**config.mk**
```make
export PLATFORM = sky130hd
export DESIGN_NAME = upf_ext_power_ctrl
export DESIGN_NICKNAME = d
export VERILOG_FILES = /design/src/hw/upf_pkg.sv /design/src/hw/upf_sync2.sv /design/src/hw/upf_ext_power_ctrl.sv
export SDC_FILE = /design/constraint.sdc
export NUM_CORES = 1
export LEC_CHECK = 0
export BUFFER_PORTS_ARGS = -buffer_cell sky130_fd_sc_hd__buf_2
export CAP_MARGIN = 0
export CORE_MARGIN = 8
export CORE_UTILIZATION = 30
export CTS_CLUSTER_SIZE = 14
export DETAILED_ROUTE_END_ITERATION = 6
export PLACE_DENSITY_LB_ADDON = 0.15
export REMOVE_ABC_BUFFERS = 1
export SLEW_MARGIN = 10
export SYNTH_ARGS = -nofsm -noshare
export SYNTH_HDL_FRONTEND = slang
export SYNTH_SLANG_ARGS = --single-unit
```
**constraint.sdc**
```tcl
create_clock -name clk -period 2.7 [get_ports clk]
set_input_delay 0.27 -clock clk [delete_from_list [all_inputs] [get_ports clk]]
set_output_delay 0.27 -clock clk [all_outputs]
set_load 0.005 [all_outputs]
```
**src/hw/upf_pkg.sv**
```systemverilog
// Purpose: shared constants of the external power switch control block
// Assumes: 32-bit AXI4-Lite register bus, 12-bit byte address
// Notes:   offsets are byte addresses, one aligned word each
package upf_pkg;
    // ----------------------------------------------------------------
    // bus geometry
    // ----------------------------------------------------------------
    localparam int          ADDR_W       = 12;
    localparam int          DATA_W       = 32;
    localparam logic [1:0]  RESP_OKAY    = 2'h0;
    localparam logic [1:0]  RESP_SLVERR  = 2'h2;

    // ----------------------------------------------------------------
    // register offsets
    // ----------------------------------------------------------------
    localparam logic [11:0] OFS_CTRL     = 12'h400; // control word
    localparam logic [11:0] OFS_RAW      = 12'h404; // raw fault status
    localparam logic [11:0] OFS_MASK     = 12'h408; // interrupt mask
    localparam logic [11:0] OFS_ISC      = 12'h40C; // masked status, w1c

    // ----------------------------------------------------------------
    // control word and status fields
    // ----------------------------------------------------------------
    localparam int          POS_MODE     = 0;  // enable_value_mode, 2 bits
    localparam int          POS_DRIVE    = 2;  // enable_output_drive_on
    localparam int          POS_RSVD     = 3;  // reserved, reads zero
    localparam int          POS_USE      = 4;  // fault_input_use
    localparam int          POS_SENSE    = 5;  // fault_sense_polarity
    localparam int          POS_ACT_EN   = 6;  // fault_action_enable
    localparam int          POS_ACT_SEL  = 8;  // fault_action_select, 2 bits
    localparam int          POS_FLAG     = 0;  // power_fault_flag in status

    // ----------------------------------------------------------------
    // field encodings and reset values
    // ----------------------------------------------------------------
    localparam logic [1:0]  MODE_LOW     = 2'h0;
    localparam logic [1:0]  MODE_HIGH    = 2'h1;
    localparam logic [1:0]  MODE_NO_VBUS = 2'h2;
    localparam logic [1:0]  MODE_VBUS    = 2'h3;
    localparam logic [1:0]  ACT_KEEP     = 2'h0;
    localparam logic [1:0]  ACT_TRI      = 2'h1;
    localparam logic [1:0]  ACT_LOW      = 2'h2;
    localparam logic [1:0]  ACT_HIGH     = 2'h3;
    localparam logic [1:0]  RST_FIELD2   = 2'h0;
    localparam logic        RST_BIT      = 1'b0;
endpackage

```
**src/hw/upf_sync2.sv**
```systemverilog
// Purpose: two-flop synchroniser for pin inputs
// Assumes: input is asynchronous to clk
// Notes:   first stage feeds only the second stage
`timescale 1ns/10ps
module upf_sync2 #(
    parameter int W = 1
) (
    input  wire logic         clk,   // system clock
    input  wire logic         reset, // async, active high
    input  wire logic [W-1:0] d,     // asynchronous level
    output logic      [W-1:0] q      // synchronised level
);
    logic [W-1:0] meta;

    // metastability guard: nothing but q reads meta
    always_ff @(posedge clk or posedge reset) begin
        if (reset) begin
            meta <= '0;
            q    <= '0;
        end else begin
            meta <= d;
            q    <= meta;
        end
    end
endmodule

```
**src/hw/upf_ext_power_ctrl.sv**
```systemverilog
// Purpose: external power switch enable and power fault control
// Assumes: single 200 MHz clock, AXI4-Lite slave, vbus_valid on clk
// Notes:   fault override holds while the latched fault flag is set
//
// Design decisions made here: the register addresses and the AXI4-Lite interface to the registers.
`timescale 1ns/10ps
module upf_ext_power_ctrl (
    input  wire logic        clk,                      // 200 MHz
    input  wire logic        reset,                    // async, high
    input  wire logic [11:0] s_awaddr,                 // write address
    input  wire logic [2:0]  s_awprot,                 // unused
    input  wire logic        s_awvalid,                // aw valid
    output logic             s_awready,                // aw ready
    input  wire logic [31:0] s_wdata,                  // write data
    input  wire logic [3:0]  s_wstrb,                  // byte enables
    input  wire logic        s_wvalid,                 // w valid
    output logic             s_wready,                 // w ready
    output logic [1:0]       s_bresp,                  // write resp
    output logic             s_bvalid,                 // b valid
    input  wire logic        s_bready,                 // b ready
    input  wire logic [11:0] s_araddr,                 // read address
    input  wire logic [2:0]  s_arprot,                 // unused
    input  wire logic        s_arvalid,                // ar valid
    output logic             s_arready,                // ar ready
    output logic [31:0]      s_rdata,                  // read data
    output logic [1:0]       s_rresp,                  // read resp
    output logic             s_rvalid,                 // r valid
    input  wire logic        s_rready,                 // r ready
    input  wire logic        vbus_valid,               // VBUS seen
    input  wire logic        power_fault_in,           // fault pin
    output logic             power_switch_enable_out,  // enable level
    output logic             power_switch_enable_oe_n, // low = driven
    output logic             irq                       // level irq
);
    // ----------------------------------------------------------------
    // state
    // ----------------------------------------------------------------
    logic        fault_action_enable;
    logic        fault_sense_polarity;
    logic        fault_input_use;
    logic        enable_output_drive_on;
    logic [1:0]  enable_value_mode;
    logic [1:0]  fault_action_select;
    logic        power_fault_flag;
    logic        fault_mask;
    logic        aw_held;
    logic        w_held;
    logic [11:0] aw_addr;
    logic [31:0] w_data;
    logic [3:0]  w_strb;
    logic        fault_pin_s;
    logic        next_oe_n;
    logic        next_out;
    logic [31:0] ctrl_word;
    logic [31:0] rd_word;

    // ----------------------------------------------------------------
    // fault input path
    // ----------------------------------------------------------------
    upf_sync2 #(
        .W (1)
    ) u_fault_sync (
        .clk   (clk),
        .reset (reset),
        .d     (power_fault_in),
        .q     (fault_pin_s)
    );

    // polarity first, then the use gate
    wire fault_level = fault_sense_polarity ? fault_pin_s
                                            : !fault_pin_s;
    wire fault_qual  = fault_input_use && fault_level;

    // ----------------------------------------------------------------
    // write channel
    // ----------------------------------------------------------------
    // address and data may arrive in either order; both wait for b
    assign s_awready = !aw_held && !s_bvalid;
    assign s_wready  = !w_held && !s_bvalid;
    wire        aw_fire = s_awvalid && s_awready;
    wire        w_fire  = s_wvalid && s_wready;
    wire        have_aw = aw_held || aw_fire;
    wire        have_w  = w_held || w_fire;
    wire        wr_go   = have_aw && have_w;
    wire [11:0] wa      = aw_held ? aw_addr : s_awaddr;
    wire [31:0] wd      = w_held ? w_data : s_wdata;
    wire [3:0]  ws      = w_held ? w_strb : s_wstrb;

    // word decode ignores the two low address bits
    wire w_ctrl = wa[11:2] == upf_pkg::OFS_CTRL[11:2];
    wire w_raw  = wa[11:2] == upf_pkg::OFS_RAW[11:2];
    wire w_mask = wa[11:2] == upf_pkg::OFS_MASK[11:2];
    wire w_isc  = wa[11:2] == upf_pkg::OFS_ISC[11:2];
    wire w_hit  = w_ctrl || w_raw || w_mask || w_isc;
    wire wr_b0  = wr_go && ws[0];
    wire wr_b1  = wr_go && ws[1];
    wire wr_clr = wr_b0 && w_isc && wd[upf_pkg::POS_FLAG];

    // hold whichever half arrived first
    always_ff @(posedge clk or posedge reset) begin
        if (reset) begin
            aw_held <= 1'b0;
            w_held  <= 1'b0;
            aw_addr <= 12'h000;
            w_data  <= 32'h0000_0000;
            w_strb  <= 4'h0;
        end else if (wr_go) begin
            aw_held <= 1'b0;
            w_held  <= 1'b0;
        end else begin
            if (aw_fire) begin
                aw_held <= 1'b1;
                aw_addr <= s_awaddr;
            end
            if (w_fire) begin
                w_held <= 1'b1;
                w_data <= s_wdata;
                w_strb <= s_wstrb;
            end
        end
    end

    // write response, one cycle after both halves are in
    always_ff @(posedge clk or posedge reset) begin
        if (reset) begin
            s_bvalid <= 1'b0;
            s_bresp  <= upf_pkg::RESP_OKAY;
        end else if (wr_go) begin
            s_bvalid <= 1'b1;
            s_bresp  <= w_hit ? upf_pkg::RESP_OKAY : upf_pkg::RESP_SLVERR;
        end else if (s_bready) begin
            s_bvalid <= 1'b0;
        end
    end

    // ----------------------------------------------------------------
    // configuration registers
    // ----------------------------------------------------------------
    // bit 3 has no storage, so writes to it vanish
    always_ff @(posedge clk or posedge reset) begin
        if (reset) begin
            enable_value_mode      <= upf_pkg::RST_FIELD2;
            enable_output_drive_on <= upf_pkg::RST_BIT;
            fault_input_use        <= upf_pkg::RST_BIT;
            fault_sense_polarity   <= upf_pkg::RST_BIT;
            fault_action_enable    <= upf_pkg::RST_BIT;
            fault_action_select    <= upf_pkg::RST_FIELD2;
            fault_mask             <= upf_pkg::RST_BIT;
        end else begin
            if (wr_b0 && w_ctrl) begin
                enable_value_mode      <= wd[upf_pkg::POS_MODE +: 2];
                enable_output_drive_on <= wd[upf_pkg::POS_DRIVE];
                fault_input_use        <= wd[upf_pkg::POS_USE];
                fault_sense_polarity   <= wd[upf_pkg::POS_SENSE];
                fault_action_enable    <= wd[upf_pkg::POS_ACT_EN];
            end
            if (wr_b1 && w_ctrl) begin
                fault_action_select <= wd[upf_pkg::POS_ACT_SEL +: 2];
            end
            if (wr_b0 && w_mask) begin
                fault_mask <= wd[upf_pkg::POS_FLAG];
            end
        end
    end

    // sticky fault flag: a fault in the clear cycle wins over the clear
    always_ff @(posedge clk or posedge reset) begin
        if (reset) begin
            power_fault_flag <= 1'b0;
        end else begin
            power_fault_flag <= fault_qual
                             || (power_fault_flag && !wr_clr);
        end
    end

    assign irq = power_fault_flag && fault_mask;

    // ----------------------------------------------------------------
    // read channel
    // ----------------------------------------------------------------
    assign s_arready = !s_rvalid;
    wire ar_fire = s_arvalid && s_arready;
    wire r_ctrl  = s_araddr[11:2] == upf_pkg::OFS_CTRL[11:2];
    wire r_raw   = s_araddr[11:2] == upf_pkg::OFS_RAW[11:2];
    wire r_mask  = s_araddr[11:2] == upf_pkg::OFS_MASK[11:2];
    wire r_isc   = s_araddr[11:2] == upf_pkg::OFS_ISC[11:2];
    wire r_hit   = r_ctrl || r_raw || r_mask || r_isc;

    // control word assembly; reserved positions stay zero
    always_comb begin
        ctrl_word = 32'h0000_0000;
        ctrl_word[upf_pkg::POS_MODE +: 2]    = enable_value_mode;
        ctrl_word[upf_pkg::POS_DRIVE]        = enable_output_drive_on;
        ctrl_word[upf_pkg::POS_USE]          = fault_input_use;
        ctrl_word[upf_pkg::POS_SENSE]        = fault_sense_polarity;
        ctrl_word[upf_pkg::POS_ACT_EN]       = fault_action_enable;
        ctrl_word[upf_pkg::POS_ACT_SEL +: 2] = fault_action_select;
    end

    // read mux, one source per word
    always_comb begin
        rd_word = 32'h0000_0000;
        if (r_ctrl) begin
            rd_word = ctrl_word;
        end else if (r_raw) begin
            rd_word[upf_pkg::POS_FLAG] = power_fault_flag;
        end else if (r_mask) begin
            rd_word[upf_pkg::POS_FLAG] = fault_mask;
        end else if (r_isc) begin
            rd_word[upf_pkg::POS_FLAG] = irq;
        end
    end

    // read data registered, answer one cycle after the address
    always_ff @(posedge clk or posedge reset) begin
        if (reset) begin
            s_rvalid <= 1'b0;
            s_rdata  <= 32'h0000_0000;
            s_rresp  <= upf_pkg::RESP_OKAY;
        end else if (ar_fire) begin
            s_rvalid <= 1'b1;
            s_rdata  <= rd_word;
            s_rresp  <= r_hit ? upf_pkg::RESP_OKAY : upf_pkg::RESP_SLVERR;
        end else if (s_rready) begin
            s_rvalid <= 1'b0;
        end
    end

    // ----------------------------------------------------------------
    // enable output
    // ----------------------------------------------------------------
    // level selected by the enable mode
    logic mode_level;
    always_comb begin
        case (enable_value_mode)
            upf_pkg::MODE_LOW:     mode_level = 1'b0;
            upf_pkg::MODE_HIGH:    mode_level = 1'b1;
            upf_pkg::MODE_NO_VBUS: mode_level = !vbus_valid;
            upf_pkg::MODE_VBUS:    mode_level = vbus_valid;
            default:               mode_level = 1'b0;
        endcase
    end

    // override acts on the latched flag so a brief fault keeps the
    // selected fault action applied until software has cleared the flag
    wire override = fault_action_enable && power_fault_flag;

    always_comb begin
        next_oe_n = !enable_output_drive_on;
        next_out  = enable_output_drive_on && mode_level;
        if (override) begin
            case (fault_action_select)
                upf_pkg::ACT_KEEP: begin
                    next_oe_n = !enable_output_drive_on;
                    next_out  = enable_output_drive_on && mode_level;
                end
                upf_pkg::ACT_TRI: begin
                    next_oe_n = 1'b1;
                    next_out  = 1'b0;
                end
                upf_pkg::ACT_LOW: begin
                    next_oe_n = 1'b0;
                    next_out  = 1'b0;
                end
                upf_pkg::ACT_HIGH: begin
                    next_oe_n = 1'b0;
                    next_out  = 1'b1;
                end
                default: begin
                    next_oe_n = 1'b1;
                    next_out  = 1'b0;
                end
            endcase
        end
    end

    // undriven from reset: the switch sense is not yet known
    always_ff @(posedge clk or posedge reset) begin
        if (reset) begin
            power_switch_enable_oe_n <= 1'b1;
            power_switch_enable_out  <= 1'b0;
        end else begin
            power_switch_enable_oe_n <= next_oe_n;
            power_switch_enable_out  <= next_out;
        end
    end

    logic rd_was_ctrl;
    always_ff @(posedge clk or posedge reset) begin
        if (reset) begin
            rd_was_ctrl <= 1'b0;
        end else if (ar_fire) begin
            rd_was_ctrl <= r_ctrl;
        end
    end
endmodule

```
# Word level (Yosys, flattened, before mapping)
# Index checks and enable logic that the tools add are counted.
[word_totals]
out_inout_bits = 44
register_bits = 78
input_bits = 75
[classes]
eq_ne = 14
mux = 24
n_reduce_logical = 45
bitwise = 1
[ops]
columns = ["cell", "count"]
rows = [
  ["$eq A10 B9 Y1 const B", 8],
  ["$logic_and A1 B1 Y1", 18],
  ["$mux W1", 15],
  ["$mux W12", 1],
  ["$mux W10", 1],
  ["$logic_or A1 B1 Y1", 9],
  ["$mux W9", 1],
  ["$eq A2 B2 Y1 const B", 4],
  ["$logic_not A1 Y1", 8],
  ["$reduce_bool A2 Y1", 4],
  ["$mux W2", 3],
  ["$pmux W1 S3", 2],
  ["$eq A2 B1 Y1 const B", 2],
  ["$logic_not A2 Y1", 2],
  ["$pmux W1 S4", 1],
  ["$reduce_and A2 Y1", 2],
  ["$reduce_or A2 Y1", 2],
  ["$not A1 Y1", 1],
]

# Logic depth before layout (Yosys ltp)
[depth]
ltp_word = 11
depth_mapped = 6
ltp_nobuf = 4

# Hierarchy
# Synthesis repeated with hierarchy kept, for this count alone.
[unflattened]
hier_cells = 188
hier_area_um2 = 2353.5
[modules_own_cells]
columns = ["module", "area_each_um2", "seq_area_each_um2", "instances", "cells_each"]
rows = [
  ["upf_ext_power_ctrl", 2299.7, 1152.4, 1, 185],
  ["upf_sync2", 53.8, 50.0, 1, 3],
]

# Least setup slack after synthesis
# Ideal clock, no wire load.
[synth_timing]
path_type = "register to register"
startpoint = "register aw_held"
endpoint = "register enable_output_drive_on"
stages_incl_launch_ff = 7
arrival_ps = 1822
setup_slack_ps = 753
setup_time_ps = 125
t_required_ps = 2575
path_cell_list = "dfrtp_1 -> buf_6 -> or4_4 -> o22ai_4 -> and4_1 -> buf_6 -> mux2_4"
[synth_between]
elab_chain_len = 7
word_cells_on_any_way = 9
cone_classes = "1 x eq/ne; 1 x mux; 7 x reduce/logical"
[synth_lines]
columns = ["element", "line_no", "text"]
rows = [
  ["start, declared", "upf_ext_power_ctrl.sv:46", "logic aw_held;"],
  ["start signal, assigned", "upf_ext_power_ctrl.sv:102", "aw_held <= 1'b0;"],
  ["start signal, assigned", "upf_ext_power_ctrl.sv:108", "aw_held <= 1'b0;"],
  ["start signal, assigned", "upf_ext_power_ctrl.sv:112", "aw_held <= 1'b1;"],
  ["parallel branches: the longest is 6 deep, another holds $mux W12", "--", ""],
  ["$logic_and A1 B1 Y1 *", "upf_ext_power_ctrl.sv:150", "if (wr_b0 && w_ctrl) begin"],
  ["end signal, assigned", "upf_ext_power_ctrl.sv:143", "enable_output_drive_on <= upf_pkg::RST_BIT;"],
  ["end signal, assigned", "upf_ext_power_ctrl.sv:152", "enable_output_drive_on <= wd[upf_pkg::POS_DRIVE];"],
  ["end, declared", "upf_ext_power_ctrl.sv:41", "logic enable_output_drive_on;"],
]
# Mark *: on every way between the ends.
# A chain may end at the register's enable or synchronous reset.

# Worst setup path in the final report
[layout_timing]
startpoint = "register aw_held"
endpoint = "register enable_value_mode[1]"
[layout_between]
elab_chain_len = 7
word_cells_on_any_way = 9
cone_classes = "1 x eq/ne; 1 x mux; 7 x reduce/logical"
[layout_lines]
columns = ["element", "line_no", "text"]
rows = [
  ["parallel branches: the longest is 6 deep, another holds $mux W12", "--", ""],
  ["$logic_and A1 B1 Y1 *", "upf_ext_power_ctrl.sv:150", ""],
  ["end signal, assigned", "upf_ext_power_ctrl.sv:142", "enable_value_mode <= upf_pkg::RST_FIELD2;"],
  ["end signal, assigned", "upf_ext_power_ctrl.sv:151", "enable_value_mode <= wd[upf_pkg::POS_MODE +: 2];"],
  ["end, declared", "upf_ext_power_ctrl.sv:42", "logic [1:0] enable_value_mode;"],
]
# Marks and branches as above.

==> results.txt <==
- Nets: 327
- Number of port buffers: 56
- Number of buffers added by the clock tree synthesis step: 5
- Area grow syn2layout: 17.6%
* Chip Height: 105 µm
- Average routed wire per standard cell: 14.8 µm
- Pins Over Slew Limit: 0
* Total setup violations reported at the end of the flow: 0
* Peak supply drop: 0.000354 V
- TritonCTS built the clock tree.
- Deepest clock path buffer count: 2
* Number of instances in the synthesized netlist: 192
* Antenna Cells: 0
* Placed Cells: 346
- Crit-path max FO: 11
- For this run, design rule violations remaining after detail routing come to 0.
- The worst path meets setup with 0.432 ns of slack.
- Total detailed-routing wirelength: 5250 µm
- The path class of the tightest hold or removal check is input port to flop.
- Final instance area: 2810 µm²
* Syn Std Cell Area: 2390 µm²
* Register bit total from synthesis: 48
- Share of post-route cells with drive strength above 1: 0.451
* # clock sinks: 48
- Largest net degree at the start of global routing: 30
- Launch instance of the worst register-to-register path: aw_held
* Synth top area share: 0.492
* CTS HTree Levels: 2
- Kind of start point of the critical path: flop
- For this run, the leading register cell type out of synthesis is dfrtp_1.
- Async SR Flop Fraction: 1.00
- Result of the run: completed
* Via count of the first global-routing pass: 1685
* Origin of the worst setup path: aw_held
- Startpoint of the tightest hold check path: power_fault_in
* 1st-iter DRT viols: 23
- Min Hold Slack: 0.0792 ns
- HPWL after DPL: 4010 µm
- Worst Skew: 0.0137 ns
* Area enclosed by the die boundary: 11100 µm²
* First-pass GRT wire length: 8510 µm
- Across the run, the number of max-cap violations was 0.
* Length of the first detailed-routing pass in iterations: 4
- Count of vias placed by the detailed router: 1582
* Weighted congestion at the end of routability-driven global placement: 0.705
* Area leader, netlist: dfrtp_1
- Dividing the final minimum period by the clock period gives 0.840.
- The initialized floorplan defines 32 standard-cell rows.
- Per-instance average area after synthesis: 12.5 µm²
- Critical Path End Type: flop
- Initial standard-cell utilization of the core: 0.309
- Number of top-level pins: 119
* Overflow left after global routing: 0
- For the worst setup path, the data required time is 2.89 ns.
* Cells resized by post-CTS repair: 0
- Cell types with the largest area share after synthesis: dfrtp_1 (49%), mux2_2 (16%), buf_4 (8.2%)
* Die Span X: 105 µm
- Highest attainable clock frequency: 0.441 GHz
- The number of antenna violations at the first check in global routing was 0.
- The root buffer cell chosen for the clock tree is clkbuf_8.
* Non-filler instance count after layout: 355
- Pwr Density: 755 nW/µm²
* Final hold vios: 0
- Data arrives at the worst endpoint at 2.46 ns.
- At the pin with the least slew margin, the transition time is 0.666 ns.
- Antenna Nets Post-Route: 0
- In this run the static leakage power is 1.34 nW.
- Clock-pin slew reported for the worst setup and hold paths after clock tree synthesis: 0.09 ns
* Pre-CTS setup slack: 0.423 ns
* Post-synthesis sequential area ratio: 0.503
- Headroom to the max-slew limit came out at 0.555.
- After layout, the minimum clock period comes to 2.27 ns.
- Setup repair after global routing left no endpoint under its margin.
- Yosys warning total: 0
- Global Route Usage Sum: 0.0950
- dfrtp_1 is the most common cell in the netlist.
* Count of flip-flops with a built-in enable after synthesis: 0
- Once layout is complete, the utilization of the core stands at 0.364.
* Clk Latency, worst-skew pair: 0.30 ns
- Power comes to 2.12 mW.
- Summed over all failing endpoints, the final setup total negative slack is 0 ns.
- Post-Place Cell Area: 2680 µm²
* Startpoint-to-endpoint class of the critical path: flop to flop
- Core area: 7730 µm²
- In this run, distinct cell masters in the synthesized netlist total 40.
- Avg Vias per Cell: 4.46
- The commonest cells after synthesis are dfrtp_1 (47), mux2_2 (35), buf_4 (26).
placed cells by master (no fill, tap or decap), types with 2 or more instances in the layout:
cell / Yosys / routed
buf_2: 1 / 56
dfrtp_1: 47 / 47
mux2_2: 35 / 35
conb_1: 1 / 26
nand2_1: 8 / 8
a22o_1: 8 / 8
inv_1: 7 / 6
mux2_4: 6 / 6
clkbuf_8: 0 / 6
nor2_1: 4 / 4
nor4b_1: 3 / 3
nand4_1: 3 / 3
nand3b_1: 3 / 3
o21ai_0: 3 / 3
buf_4: 26 / 3
nor4_1: 2 / 2
nand2b_1: 2 / 2
a222oi_1: 2 / 2
nor3_1: 2 / 2
a22oi_1: 2 / 2
xnor2_1: 2 / 2
nand3_1: 2 / 2
a21oi_1: 2 / 2
area by class of cell:
cell class,instances,area [µm²]
Sequential cell,48,1200
Timing Repair Buffer,60,313
Multi-Input combinational cell,130,1020
Tap cell,102,128
Fill cell,801,4910
Clock inverter,2,38.8
Clock buffer,6,82.6
Inverter,7,26.3
worst paths after layout:
check,endpoint,cells after the start,slack [ns]
max,enable_value_mode[1],4,0.43
min,u_fault_sync.meta,1,0.08
min in group asynchronous,aw_addr[7],3,0.50
max in group asynchronous,power_switch_enable_oe_n,4,1.44
min reg2reg,u_fault_sync.q,0,0.35
max reg2reg,enable_value_mode[1],4,0.43
power by group:
part | switching (mW) | total (mW) | internal, mW
Sequential | 0.114 | 1.01 | 0.899
Clock | 0.253 | 0.556 | 0.303
Combinational | 0.243 | 0.553 | 0.310
routing by layer:
layer  track usage  routed length, µm  up-vias
met5             0                  0        -
met4        0.0306                 48        0
met3        0.0359                394        4
met2         0.150               2430       50
met1         0.117               2380      769
li1              -                  -      759
worst max-delay path, stage by stage, from the launching register on:
cell     delay, ns
dfrtp_1       0.54
or4b_1        0.53
o22ai_4       0.23
and4_1        0.52
mux2_4        0.34
kinds of logic after synthesis:
group / synth area share
AO/OA/AOI/OAI: 0.0790
XOR/XNOR: 0.00733
buffers and inverters: 0.109
flip-flops: 0.503
multiplexers: 0.203
other: 0.00157
AND/OR/NAND/NOR: 0.0979
state kept, by name (all words and copies together) (netlist names), 2 cells and up:
register	cells
w_strb	2
enable_value_mode	2
w_data	8
aw_addr	10
s_rdata	8
fault_action_select	2
timing repair:
item                      4_1_cts  5_1_grt
hold endpoints to repair       19        0
hold buffers                    1        0
buffers inserted                0        0
Power figures use the tool's default switching activity.
